## config.mk

```make
export PLATFORM = sky130hd
export DESIGN_NAME = wind_speed_limit_monitor
export DESIGN_NICKNAME = d
export VERILOG_FILES = /design/src/rtl/wind_limit_pkg.sv /design/src/rtl/limit_channel.sv /design/src/rtl/wind_speed_limit_monitor.sv
export SDC_FILE = /design/constraint.sdc
export NUM_CORES = 1
export LEC_CHECK = 0
export BUFFER_PORTS_ARGS = -buffer_cell sky130_fd_sc_hd__buf_2
export CAP_MARGIN = 10
export CORE_MARGIN = 2
export CORE_UTILIZATION = 65
export DETAILED_ROUTE_END_ITERATION = 8
export GPL_ROUTABILITY_DRIVEN = 0
export PLACE_DENSITY = 0.94
export RECOVER_POWER = 100
export SETUP_SLACK_MARGIN = 0.2
export SLEW_MARGIN = 20
export SYNTH_ARGS = -nofsm -noshare
export SYNTH_HDL_FRONTEND = slang
export SYNTH_SLANG_ARGS = --single-unit
```

## constraint.sdc

```tcl
create_clock -name clock -period 10.5 [get_ports clock]
set_input_delay 3.15 -clock clock [delete_from_list [all_inputs] [get_ports clock]]
set_output_delay 3.15 -clock clock [all_outputs]
set_load 0.05 [all_outputs]
```

## src/rtl/wind_limit_pkg.sv

```systemverilog
/*
  Shared constants for the two-channel wind speed limit monitor: threshold
  and hysteresis tables, external threshold source codes, delay table, timing.
  Assumes a 10 MHz system clock.
*/
package wind_limit_pkg;

  // ***************************************************************
  // Timing
  // ***************************************************************
  localparam int unsigned CLOCK_HZ = 10_000_000;
  localparam int unsigned SECOND_NS = 1_000_000_000;
  localparam int unsigned CLOCK_PERIOD_NS = SECOND_NS / CLOCK_HZ;
  localparam int unsigned SECOND_CYCLES = SECOND_NS / CLOCK_PERIOD_NS;
  localparam int unsigned CYCLIC_UNIT_S = 10;
  localparam int unsigned CYCLIC_MAX = 120;

  // ***************************************************************
  // Configuration widths and reset values
  // ***************************************************************
  localparam int unsigned SPEED_W = 16;
  localparam int unsigned SEL_W = 4;
  localparam int unsigned PAT_W = 4;
  localparam int unsigned EXT_W = 2;
  localparam int unsigned CYC_W = 7;
  localparam int unsigned DLY_W = 14;
  localparam logic LIMIT_RESET = 1'b0;

  // External threshold sources
  localparam logic [1:0] EXT_NONE = 2'h0;
  localparam logic [1:0] EXT_16BIT = 2'h1;
  localparam logic [1:0] EXT_8BIT = 2'h2;

  // Fixed threshold table, index 0..11, in m/s
  function automatic logic [7:0] speed_of(input logic [3:0] sel);
    case (sel)
      4'h0: speed_of = 8'h01;
      4'h1: speed_of = 8'h03;
      4'h2: speed_of = 8'h05;
      4'h3: speed_of = 8'h08;
      4'h4: speed_of = 8'h0A;
      4'h5: speed_of = 8'h0C;
      4'h6: speed_of = 8'h0F;
      4'h7: speed_of = 8'h14;
      4'h8: speed_of = 8'h16;
      4'h9: speed_of = 8'h19;
      4'hA: speed_of = 8'h1E;
      default: speed_of = 8'h23;
    endcase
  endfunction

  // Hysteresis table: none, 1, 3, 5, 8, 10 m/s
  function automatic logic [7:0] hyst_of(input logic [2:0] sel);
    case (sel)
      3'h1: hyst_of = 8'h01;
      3'h2: hyst_of = 8'h03;
      3'h3: hyst_of = 8'h05;
      3'h4: hyst_of = 8'h08;
      3'h5: hyst_of = 8'h0A;
      default: hyst_of = 8'h00;
    endcase
  endfunction

  // Delay table in seconds: none,1,3,5,10,15,30,60,180,300,600,900,1800,3600
  function automatic logic [13:0] delay_of(input logic [3:0] sel);
    case (sel)
      4'h1: delay_of = 14'h0001;
      4'h2: delay_of = 14'h0003;
      4'h3: delay_of = 14'h0005;
      4'h4: delay_of = 14'h000A;
      4'h5: delay_of = 14'h000F;
      4'h6: delay_of = 14'h001E;
      4'h7: delay_of = 14'h003C;
      4'h8: delay_of = 14'h00B4;
      4'h9: delay_of = 14'h012C;
      4'hA: delay_of = 14'h0258;
      4'hB: delay_of = 14'h0384;
      4'hC: delay_of = 14'h0708;
      4'hD: delay_of = 14'h0E10;
      default: delay_of = 14'h0000;
    endcase
  endfunction

endpackage

```

## src/rtl/limit_channel.sv

```systemverilog
/*
  One limit channel: threshold select, hysteresis compare, activation
  pattern, switch-on/off delay and telegram scheduling.
  Assumes a one-cycle second tick and samples on the same clock.
*/
`timescale 1ns/1ps
module limit_channel
(
  input wire logic clock, // System clock
  input wire logic rst, // Async reset, high
  input wire logic ce, // Clock enable
  input wire logic enable, // Channel active
  input wire logic sec_tick, // One-second pulse
  input wire logic sample_valid, // New wind speed sample
  input wire logic [15:0] speed, // Wind speed, m/s
  input wire logic [3:0] level_sel, // Fixed threshold index
  input wire logic [2:0] hyst_sel, // Hysteresis index
  input wire logic [3:0] pattern, // Activation pattern
  input wire logic [1:0] ext_mode, // External threshold source
  input wire logic ext16_valid, // 2-byte threshold received
  input wire logic [15:0] ext16, // 2-byte threshold
  input wire logic ext8_valid, // 1-byte threshold received
  input wire logic [7:0] ext8, // 1-byte threshold
  input wire logic teach, // Teach switching object
  input wire logic download, // Configuration download
  input wire logic [3:0] on_dly_sel, // Switch-on delay index
  input wire logic [3:0] off_dly_sel, // Switch-off delay index
  input wire logic send_on_change, // Send on value change
  input wire logic [6:0] cyclic, // Cyclic period x 10 s
  output logic limit_value, // Limit object value
  output logic send, // Telegram request pulse
  output logic [15:0] threshold_level // Threshold in use
);

  // ***************************************************************
  // Threshold and comparison
  // ***************************************************************
  logic [15:0] ext_level;
  logic ext_loaded;
  logic target;
  logic pending;
  logic [13:0] dly_cnt;
  logic [10:0] cyc_cnt;
  logic sampled;

  // Pattern fields: bit3 undershoot-driven, bit2 polarity of trigger,
  // bits1:0 0 both send, 1 return silent, 2 trigger silent
  wire under_drv = pattern[3];
  wire trig_pol = ~pattern[2];
  wire trig_silent = (pattern[1:0] == 2'h2);
  wire ret_silent = (pattern[1:0] == 2'h1);
  wire [15:0] fixed_level = {8'h00, wind_limit_pkg::speed_of(level_sel)};
  wire [15:0] hyst = {8'h00, wind_limit_pkg::hyst_of(hyst_sel)};
  wire use_ext = (ext_mode != wind_limit_pkg::EXT_NONE) && ext_loaded;
  wire [15:0] level = use_ext ? ext_level : fixed_level;
  wire [16:0] up_thr = {1'b0, level} + {1'b0, hyst};
  wire [15:0] dn_thr = (level > hyst) ? level - hyst : 16'h0000;
  wire above = under_drv ? ({1'b0, speed} > up_thr) : (speed > level);
  wire below = under_drv ? (speed < level) : (speed < dn_thr);
  // Trigger condition is the "exceed" side, or "undershoot" when reversed
  wire trig_cond = under_drv ? below : above;
  wire ret_cond = under_drv ? above : below;
  wire trig_state = trig_pol;
  wire silent_now = (target == trig_state) ? trig_silent : ret_silent;
  wire [13:0] dly_len = target ? wind_limit_pkg::delay_of(on_dly_sel)
                               : wind_limit_pkg::delay_of(off_dly_sel);
  wire [10:0] cyc_len = 11'(cyclic) * 11'(wind_limit_pkg::CYCLIC_UNIT_S);
  wire accept = pending && (dly_cnt >= dly_len);
  wire change_send = accept && (target != limit_value) && send_on_change
                     && !silent_now;
  wire cyc_send = (cyclic != 7'h00) && sec_tick && (cyc_cnt + 11'h001 >=
                   cyc_len) && !silent_now;

  // External threshold; a value arriving with a download is kept,
  // so a fresh object is never lost to the clear
  always_ff @(posedge clock or posedge rst)
  begin
    if (rst)
    begin
      ext_level <= 16'h0000;
      ext_loaded <= 1'b0;
    end
    else if (ce)
    begin
      if (teach)
      begin
        ext_level <= speed;
        ext_loaded <= 1'b1;
      end
      else if (ext_mode == wind_limit_pkg::EXT_16BIT && ext16_valid)
      begin
        ext_level <= ext16;
        ext_loaded <= 1'b1;
      end
      else if (ext_mode == wind_limit_pkg::EXT_8BIT && ext8_valid)
      begin
        ext_level <= {8'h00, ext8};
        ext_loaded <= 1'b1;
      end
      else if (download)
        ext_loaded <= 1'b0;
    end
  end

  // ***************************************************************
  // Target, delay and output object
  // ***************************************************************
  // Target moves only on a sample; a reversal restarts the delay
  always_ff @(posedge clock or posedge rst)
  begin
    if (rst)
    begin
      target <= wind_limit_pkg::LIMIT_RESET;
      pending <= 1'b0;
      dly_cnt <= 14'h0000;
      limit_value <= wind_limit_pkg::LIMIT_RESET;
      sampled <= 1'b0;
    end
    else if (ce)
    begin
      if (!enable)
      begin
        pending <= 1'b0;
        dly_cnt <= 14'h0000;
      end
      else if (sample_valid && trig_cond && target != trig_state)
      begin
        target <= trig_state;
        pending <= (trig_state != limit_value);
        dly_cnt <= 14'h0000;
      end
      else if (sample_valid && ret_cond && target == trig_state)
      begin
        target <= ~trig_state;
        pending <= (~trig_state != limit_value);
        dly_cnt <= 14'h0000;
      end
      else if (accept)
      begin
        limit_value <= target;
        pending <= 1'b0;
      end
      else if (pending && sec_tick)
        dly_cnt <= dly_cnt + 14'h0001;
      if (sample_valid)
        sampled <= 1'b1;
    end
  end

  // Cyclic period counter in seconds
  always_ff @(posedge clock or posedge rst)
  begin
    if (rst)
      cyc_cnt <= 11'h000;
    else if (ce)
    begin
      if (!enable || cyclic == 7'h00 || cyc_send)
        cyc_cnt <= 11'h000;
      else if (sec_tick)
        cyc_cnt <= (cyc_cnt + 11'h001 >= cyc_len) ? 11'h000
                                                  : cyc_cnt + 11'h001;
    end
  end

  // Telegram requests; silent conditions also mute cyclic sends
  always_ff @(posedge clock or posedge rst)
  begin
    if (rst)
      send <= 1'b0;
    else if (ce)
      send <= enable && sampled && (change_send || cyc_send);
  end

  assign threshold_level = level;

endmodule

```

## src/rtl/wind_speed_limit_monitor.sv

```systemverilog
/*
  Two-channel wind speed limit monitor with a one-second prescaler and a
  three-stage synchroniser on the teach inputs.
  Assumes samples and bus objects arrive as one-cycle strobes in the
  clock domain; teach buttons may be asynchronous.
*/
// Behaviour
// - Two channels; second only when enabled
// - Twelve fixed thresholds from 1 to 35
// - Hysteresis none,1,3,5,8,10 offsets return
// - Exceed sets one polarity, undershoot minus returns
// - Undershoot sets one polarity, exceed plus returns
// - One direction may send no telegram
// - Silent condition also suppresses cyclic sends
// - External 2-byte threshold used when selected
// - External 1-byte threshold used when selected
// - Teach captures current speed as threshold when an external source is selected
// - Download restores configured; new value needed
// - Switch-on delay holds output at zero
// - Switch-off delay holds output at one
// - Send on every change when enabled
// - No change sends when disabled
// - Cyclic period ten times setting; zero off
// - Cyclic sends regardless of change
// - Both off means never send
`timescale 1ns/1ps
module wind_speed_limit_monitor
(
  input wire logic clock, // System clock, 10 MHz
  input wire logic rst, // Async reset, high
  input wire logic ce, // Clock enable
  input wire logic both_limits, // Second channel enabled
  input wire logic sample_valid, // New wind speed sample
  input wire logic [15:0] speed, // Wind speed, m/s
  input wire logic download, // Configuration download
  input wire logic [7:0] level_sel, // Threshold index, ch1 low nibble
  input wire logic [5:0] hyst_sel, // Hysteresis index, ch1 low
  input wire logic [7:0] pattern, // Activation pattern, ch1 low
  input wire logic [3:0] ext_mode, // External source, ch1 low
  input wire logic [1:0] ext16_valid, // 2-byte threshold strobes
  input wire logic [31:0] ext16, // 2-byte thresholds, ch1 low
  input wire logic [1:0] ext8_valid, // 1-byte threshold strobes
  input wire logic [15:0] ext8, // 1-byte thresholds, ch1 low
  input wire logic [1:0] teach_pin, // Teach objects, async
  input wire logic [7:0] on_dly_sel, // Switch-on delay, ch1 low
  input wire logic [7:0] off_dly_sel, // Switch-off delay, ch1 low
  input wire logic [1:0] send_on_change, // Send on change per channel
  input wire logic [13:0] cyclic, // Cyclic settings, ch1 low
  output logic [1:0] limit_value, // Limit objects
  output logic [1:0] send, // Telegram request pulses
  output logic [31:0] threshold_level // Thresholds in use
);

  // ***************************************************************
  // Second prescaler and teach synchroniser
  // ***************************************************************
  logic [23:0] pre_cnt;
  logic [1:0] teach_s1;
  logic [1:0] teach_s2;
  logic [1:0] teach_s3;
  logic [1:0] teach_lvl;
  logic [1:0] teach_prev;

  localparam logic [23:0] PRE_LAST =
    24'(wind_limit_pkg::SECOND_CYCLES - 1);
  wire sec_tick = (pre_cnt == PRE_LAST);
  // Pulse on a rising, agreed teach level
  wire [1:0] teach_pulse = teach_lvl & ~teach_prev;

  // Prescaler free-runs so delays count in whole seconds
  always_ff @(posedge clock or posedge rst)
  begin
    if (rst)
      pre_cnt <= 24'h000000;
    else if (ce)
      pre_cnt <= sec_tick ? 24'h000000 : pre_cnt + 24'h000001;
  end

  // Three stages; level changes only when stages two and three agree
  always_ff @(posedge clock or posedge rst)
  begin
    if (rst)
    begin
      teach_s1 <= 2'h0;
      teach_s2 <= 2'h0;
      teach_s3 <= 2'h0;
      teach_lvl <= 2'h0;
      teach_prev <= 2'h0;
    end
    else if (ce)
    begin
      teach_s1 <= teach_pin;
      teach_s2 <= teach_s1;
      teach_s3 <= teach_s2;
      teach_lvl <= (teach_s2 & teach_s3) | (teach_lvl & (teach_s2 | teach_s3));
      teach_prev <= teach_lvl;
    end
  end

  // ***************************************************************
  // Channels
  // ***************************************************************
  genvar ch;
  generate
    for (ch = 0; ch < 2; ch = ch + 1)
    begin : g_ch
      limit_channel u_chan
      (
        .clock(clock),
        .rst(rst),
        .ce(ce),
        .enable(ch == 0 ? 1'b1 : both_limits),
        .sec_tick(sec_tick),
        .sample_valid(sample_valid),
        .speed(speed),
        .level_sel(level_sel[ch*4 +: 4]),
        .hyst_sel(hyst_sel[ch*3 +: 3]),
        .pattern(pattern[ch*4 +: 4]),
        .ext_mode(ext_mode[ch*2 +: 2]),
        .ext16_valid(ext16_valid[ch]),
        .ext16(ext16[ch*16 +: 16]),
        .ext8_valid(ext8_valid[ch]),
        .ext8(ext8[ch*8 +: 8]),
        .teach(teach_pulse[ch]),
        .download(download),
        .on_dly_sel(on_dly_sel[ch*4 +: 4]),
        .off_dly_sel(off_dly_sel[ch*4 +: 4]),
        .send_on_change(send_on_change[ch]),
        .cyclic(cyclic[ch*7 +: 7]),
        .limit_value(limit_value[ch]),
        .send(send[ch]),
        .threshold_level(threshold_level[ch*16 +: 16])
      );
    end
  endgenerate

endmodule

```

==> metrics.cfg, run 1 <==
[synth]
synth_cell_types=83
ys_seq_elements=127
synthesis.nets=2170
synth_edf_count=0
synth_area_per_cell_um2=7.79
synth_area_um2=14100
synthTopCellsByArea=dfrtp_1, ha_1, nand2_1
async_flop_share_pct=100
seq_area_frac_synth_pct=22.5
yosysTopAreaCell=dfrtp_1
synthesis.instances=1809
synth_ff_type=dfrtp_1
yosys_warnings=0
synth_top_area_share_pct=22.5

[drt]
drtIter0Drc=1360
wirelength_um=39900
dr.pass1.iters=6
drc=0
viasPerCell=6.46
wl_per_cell_um=17.9
ant_nets=0
vias=14377

[placed_design]
dp_hpwl_um=29900
dpl_cell_area_um2=15100
place_ws_ns=1.22
port_buffers=169
dpl.cell_count=2193

[hold_path]
worstHoldStart=pre_cnt[6]
holdPathStages=1
min_to=pre_cnt[6]
hold_class=reg -> reg

[setup_path]
r2r-end=g_ch[0].u_chan.dly_cnt[0]
crit_chain=clkbuf_1, o21a_1, nand2_1, nand2_1, inv_1, fa_1, nand2b_1, a21oi_1, a22oi_2, nand2_1, o21ai_0, ha_1, a21oi_1, o21ai_0, a21oi_1, o31ai_1, a211o_1, o32ai_1, nor2_1, mux2_2
rr_startpoint=g_ch[0].u_chan.ext_loaded
critPathKind=in -> reg
crit_slowest_cell=o32ai_1
worstRegToRegCells=19
crit_fanout=19
critPathArrivalTime_ns=9.82
critical_path_required_ns=10.82
regToRegSetupSlack_ns=3.57
worst_setup_path_start_kind=input port
endpoint_kind=flip-flop
critical-path-max-stage-delay_ns=1.19
crit_family=compound AO/OA/AOI/OAI gates
path_buf_inv=2

[clock_tree]
ctsRootBufferMaster=clkbuf_16
cts_tree=built
clock_path_buffers=2
cts_sinks=127
cts_made_buffers=17
cts_resized=0
clkTransAtPathRegs_ns=0.06
clock_latency_ns=0.43
h-tree-depth=4
postCtsHoldBufs=0
cts_setup_buffers=0

[power_and_ir_drop]
power.leakage_nw=7.56
power.density_nw_per_um2=194
ir_worst_vdd_uv=142

[floorplan]
initial_core_util_pct=66.6
rows=53
die-area_um2=22900
die_w_um=151
die_y_um=151
core_area_um2=21200
io-pin-count=170

[timing]
fin_ws_ns=0.990
max_slew.worst_pin.slew_ns=3.62
relSlewSlack_pct=-141
rsz0062_at_grt=false
skew_ns=0.00840
min_period_ns=9.51
tns_ns=0
slew_violations=250
hold_viol_final=0
period_share_pct=90.6
fmax_mhz=105
setup_viol_count_final=0

[finish]
nFillCells=1541
syn_to_final_growth_pct=10.9
fin_util_pct=73.9
drive_gt1_share_pct=10.7
post_layout_nonfiller_instances=2226
design_area_um2=15600
layout.nets=2298

[global_route]
grt_pass1_wl_um=64400
grt_pass1_vias=13975
grt_max_degree=69
grt_usage_pct=35.0
antenna_found_initial=2
grt-ovfl-total=0

[job]
max_cap_viol_count=6

[status]
violations=max-capacitance violations, max-slew violations
outcome=finished, violations left

## worst max-delay path by stage
stage / start / to / cells past startpoint
final: ext_mode[0] / g_ch[0].u_chan.dly_cnt[0] / 20
after CTS: ext_mode[2] / g_ch[1].u_chan.dly_cnt[4] / 20
after global routing: ext_mode[0] / g_ch[0].u_chan.dly_cnt[0] / 20
after detailed placement: ext_mode[2] / g_ch[1].u_chan.dly_cnt[4] / 20
after floorplan: ext_mode[2] / g_ch[1].u_chan.dly_cnt[10] / 22
after global placement: ext_mode[2] / g_ch[1].u_chan.dly_cnt[5] / 20
## cells in the mapped netlist (6+ instances only)
cell / instances
nand2_1: 252
nand4_1: 35
o2111ai_1: 9
nor3b_1: 7
a32oi_1: 8
ha_1: 221
o21a_1: 11
o22ai_1: 12
nor2_1: 122
a211o_1: 8
xnor2_1: 54
a211oi_1: 15
clkbuf_1: 55
or3_1: 15
xor2_1: 39
a21oi_1: 144
and4_1: 6
o21ai_0: 128
o21ai_1: 9
a21o_1: 26
nor4_1: 12
nand3_1: 63
or2_2: 11
nand2b_1: 33
o211ai_1: 11
mux2i_1: 12
mux2_2: 12
nor2b_1: 19
dfrtp_1: 127
nor3_1: 44
o311ai_1: 6
inv_1: 119
and3_1: 38
fa_1: 6
a31oi_1: 9
## where the power goes
part / switching, mW / leakage (nW) / internal [mW]
Combinational: 1.05 / 5.57 / 0.590
Clock: 0.233 / 0.302 / 0.410
Sequential: 0.159 / 1.68 / 0.585
## stage by stage
| stage | power (mW) | hold WS (ns) |
|---|---|---|
| after floorplan | 1.93 | 0.435 |
| after global placement | 2.26 | 0.453 |
| after detailed placement | 2.34 | 0.453 |
| after CTS | 2.99 | 0.468 |
| after global routing | 3.24 | 0.509 |
| final | 3.03 | 0.470 |
## area by class of cell
| type | count | area, um^2 | area share [%] |
|---|---|---|---|
| Multi-Input combinational cell | 1494 | 10200 | 65.0 |
| Sequential cell | 127 | 3180 | 20.3 |
| Timing Repair Buffer | 176 | 843 | 5.40 |
| Inverter | 121 | 455 | 2.91 |
| Clock buffer | 19 | 453 | 2.90 |
| Tap cell | 275 | 344 | 2.20 |
| Clock inverter | 13 | 186 | 1.19 |
| Antenna cell | 1 | 2.50 | 0.0160 |
## flip-flops by register name (all words and copies together), names as in the netlist
signal,flops
g_ch.u_chan.pending,2
g_ch.u_chan.dly_cnt,28
teach_s3,2
g_ch.u_chan.send,2
teach_prev,2
g_ch.u_chan.limit_value,2
teach_s2,2
pre_cnt,24
g_ch.u_chan.sampled,1
g_ch.u_chan.target,2
g_ch.u_chan.ext_loaded,2
teach_lvl,2
g_ch.u_chan.ext_level,32
teach_s1,2
g_ch.u_chan.cyc_cnt,22
## worst reg2reg max path: stages (launching register included)
cell	delay (ns)
dfrtp_1	0.38
o21a_1	0.60
nand2_1	0.16
nand2_1	0.21
inv_1	0.15
fa_1	0.46
nand2b_1	0.18
a21oi_1	0.51
a22oi_2	0.17
nand2_1	0.49
o21ai_0	0.24
ha_1	0.36
a21oi_1	0.14
o21ai_0	0.10
a21oi_1	0.22
o31ai_1	0.12
a211o_1	0.34
o32ai_1	1.19
nor2_1	0.40
mux2_2	0.39
## logic make-up after synthesis
group	share of synthesized area (%)
buffers and inverters	5.16
AND/OR/NAND/NOR	23.7
flip-flops	22.5
adder cells (fa/ha/maj)	20.5
AO/OA/AOI/OAI	20.4
multiplexers	1.89
XOR/XNOR	5.78
## layout by cell type (no fill, tap or decap), types with 7 or more instances in the layout
cell type  synthesis  final
dfrtp_1          127    127
inv_1            119    119
buf_2              5    131
nor2_1           122    123
a21oi_1          144    144
xor2_1            39     39
nor2b_1           19     19
a31oi_1            9      9
a21o_1            26     26
o21ai_0          128    134
o21a_1            11     11
and3_1            38     38
a211o_1            8      8
nor3_1            44     44
o211ai_1          11     11
a211oi_1          15     15
nand2_1          252    253
nand2b_1          33     33
or3_1             15     15
ha_1             221    221
o311ai_0           2      8
nor4_1            12     13
clkbuf_1          55     40
o2111ai_1          9      9
nand3_1           63     63
a32oi_1            8      8
nor3b_1            7      7
mux2_2            12     12
xnor2_1           54     54
nand4_1           35     35
or2_2             11     11
clkbuf_16          0     17
o22ai_1           12     12
mux2i_1           12     12
## routing by layer
layer / global-route usage [%] / share of wire [%] / up-vias / routed length [um]
met5: 0 / 0.033 / - / 13
met4: 20.3 / 5.1 / 2 / 2050
met3: 8.40 / 9.9 / 204 / 3940
met2: 59.1 / 47 / 768 / 18900
met1: 40.4 / 38 / 6670 / 15000
li1: - / - / 6733 / -
Power figures use the tool's default switching activity.
==> run 2: changes to the inputs <==
--- a/config.mk
+++ b/config.mk
@@ -8,10 +8,10 @@
 export BUFFER_PORTS_ARGS = -buffer_cell sky130_fd_sc_hd__buf_2
 export CAP_MARGIN = 10
 export CORE_MARGIN = 2
-export CORE_UTILIZATION = 65
+export CORE_UTILIZATION = 44
 export DETAILED_ROUTE_END_ITERATION = 8
 export GPL_ROUTABILITY_DRIVEN = 0
-export PLACE_DENSITY = 0.94
+export PLACE_DENSITY = 0.73
 export RECOVER_POWER = 100
 export SETUP_SLACK_MARGIN = 0.2
 export SLEW_MARGIN = 20
==> run 2 against run 1 <==
The flow still finishes with violations (max-capacitance violations, max-slew violations); via count is 5.6% lower; die area is 46% higher; highest routed layer unchanged; wire length is 2.2% lower; largest cell class unchanged; largest power group unchanged.
==> metrics.cfg, run 2 (synthesized netlist as in run 1, its figures left out) <==
[timing]
setup_viol_count_final=0  ; unchanged
relSlewSlack_pct=-131  ; was -141%
hold_viol_final=0  ; unchanged
min_period_ns=9.20  ; was 9.51 ns
fmax_mhz=109  ; was 105 MHz
tns_ns=0  ; unchanged
skew_ns=0.0110  ; was 0.00840 ns
slew_violations=240  ; was 250
rsz0062_at_grt=false  ; unchanged
hold_slack_ns=0.462  ; was 0.470 ns
max_slew.worst_pin.slew_ns=3.44  ; was 3.62 ns
period_share_pct=87.6  ; was 90.6%

[placed_design]
dp_hpwl_um=30800  ; was 29900 um
port_buffers=169  ; unchanged
dpl_cell_area_um2=15200  ; was 15100 um^2

[finish]
final_common_cell=nand2_1  ; unchanged
regMostFlops=g_ch.u_chan.ext_level  ; unchanged
top_regs=g_ch.u_chan.ext_level x32, g_ch.u_chan.dly_cnt x28, pre_cnt x24  ; unchanged
layout.nets=2299  ; was 2298
mostFrequentLayoutCells=nand2_1, ha_1, a21oi_1  ; unchanged
drive_gt1_share_pct=10.8  ; was 10.7%
syn_to_final_growth_pct=11.6  ; was 10.9%
multi_input_area_um2=10200  ; about the same
largest_register_ffs=32  ; unchanged
nFillCells=3099  ; was 1541
design_area_um2=15700  ; was 15600 um^2
seqCellArea_um2=3180  ; unchanged

[floorplan]
die_w_um=183  ; was 151 um
initial_core_util_pct=44.7  ; was 66.6%
rows=65  ; was 53
die-area_um2=33500  ; was 22900 um^2
die_y_um=183  ; was 151 um
io-pin-count=170  ; unchanged
core_area_um2=31600  ; was 21200 um^2

[drt]
drc=0  ; unchanged
drtIter0Drc=963  ; was 1360
dr.pass1.iters=5  ; was 6
wirelength_um=39000  ; was 39900 um
ant_nets=0  ; unchanged
vias=13567  ; was 14377
viasPerCell=5.76  ; was 6.46
wl_per_cell_um=16.6  ; was 17.9 um

[hold_path]
holdPathStages=1  ; unchanged
hold_class=reg -> reg  ; unchanged
worstHoldStart=pre_cnt[6]  ; unchanged
min_to=pre_cnt[6]  ; unchanged

[setup_path]
crit_fanout=12  ; was 19
worst_setup_path_start_kind=input port  ; unchanged
critPathArrivalTime_ns=9.51  ; was 9.82 ns
worstRegToRegCells=19  ; unchanged
endpoint_kind=flip-flop  ; unchanged
critical_path_required_ns=10.81  ; was 10.82 ns
r2r-end=g_ch[0].u_chan.dly_cnt[5]  ; was g_ch[0].u_chan.dly_cnt[0]
rr_startpoint=g_ch[0].u_chan.ext_loaded  ; unchanged
critPathKind=in -> reg  ; unchanged
regToRegSetupSlack_ns=3.87  ; was 3.57 ns
critical_path.startpoint=level_sel[2]  ; was ext_mode[0]

[status]
outcome=finished, violations left  ; unchanged
violations=max-capacitance violations, max-slew violations  ; unchanged

[clock_tree]
clkTransAtPathRegs_ns=0.06  ; about the same
clock_path_buffers=2  ; unchanged
cts_sinks=127  ; unchanged
postCtsHoldBufs=0  ; unchanged
cts_made_buffers=17  ; unchanged
cts_tree=built  ; unchanged
h-tree-depth=4  ; unchanged
cts_resized=0  ; unchanged
ctsRootBufferMaster=clkbuf_16  ; unchanged
clock_latency_ns=0.42  ; was 0.43 ns
cts_setup_buffers=0  ; unchanged

[global_route]
grt_pass1_wl_um=63500  ; was 64400 um
grt_pass1_vias=13016  ; was 13975
grt_usage_pct=23.2  ; was 35.0%
grt-ovfl-total=0  ; unchanged
grt_max_degree=78  ; was 69
antenna_found_initial=3  ; was 2

[power_and_ir_drop]
power.leakage_nw=7.53  ; was 7.56 nW
power.density_nw_per_um2=186  ; was 194 nW/um^2
p_total_mw=2.92  ; was 3.03 mW
ir_worst_vdd_uv=114  ; was 142 uV

[job]
max_cap_viol_count=6  ; unchanged

[run 2: cell types whose count changed in the layout (fill, tap and decap cells not counted), moves of 2 or more]
cell       previous run  this run
bufinv_16             4         0
clkbuf_8              2         0
clkinv_2              2         0
inv_6                 1         4
inv_8                 0         4
[run 2: routing by layer]
metal	routed length [um]	global-route usage [%]	vias up
li1	-	-	6740
met1	16500	28.5	6269
met2	18500	39.7	433
met3	2410	4.07	121
met4	1580	10.4	4
met5	31	0	-
[run 2: worst max-delay path, cell delays in order]
cell and delay, ns:
clkbuf_1 0.36, mux2_2 0.39, o22ai_1 0.15, nand2_1 0.06, o21ai_0 0.17, inv_1 0.14, ha_1 0.41, o21ai_0 0.11
nand2b_1 0.11, a211oi_1 0.48, nand4_1 0.40, nor3_1 0.25, nor2_1 0.05, o21ai_0 0.21, ha_1 0.28, a21o_1 0.16
a21o_1 0.17, a21oi_1 0.15, nor2_1 0.06, a211o_1 0.36, o32ai_1 1.10, nor2_1 0.40, a211o_1 0.39
[run 2: worst max path at each step]
| stage | to | slack [ns] | cells past startpoint |
|---|---|---|---|
| finish | g_ch[0].u_chan.dly_cnt[5] | 1.30 | 23 |
| global route | g_ch[1].u_chan.dly_cnt[7] | 0.53 | 20 |
| CTS | g_ch[1].u_chan.dly_cnt[7] | 1.73 | 20 |
| detailed placement | g_ch[1].u_chan.dly_cnt[5] | 1.33 | 20 |
| global placement | g_ch[1].u_chan.dly_cnt[5] | 1.60 | 20 |
| floorplan | g_ch[1].u_chan.dly_cnt[10] | 1.62 | 22 |
[run 2: cell type report]
type                       instances  share of cell area, %
timing repair buffer             177                   5.41
antenna                            2                 0.0318
inverter                         121                   2.90
sequential                       127                   20.2
clock buffer                      17                   2.71
clock inverter                    15                  0.923
tap                              402                   3.20
multi-input combinational       1494                   64.6
[run 2: report_power, final]
group          switching, mW  internal, mW
combinational           1.03         0.590
clock                  0.257         0.314
sequential             0.152         0.584
[run 2: stage by stage]
step / cells / utilization (%) / worst slack, ns
final: 2355 / 49.8 / 1.30
after global routing: 2353 / 49.8 / 0.528
after CTS: 2353 / 50.1 / 1.73
after detailed placement: 2321 / 48.3 / 1.33
after global placement: 2321 / 48.3 / 1.60
after floorplan: 1809 / - / 1.62
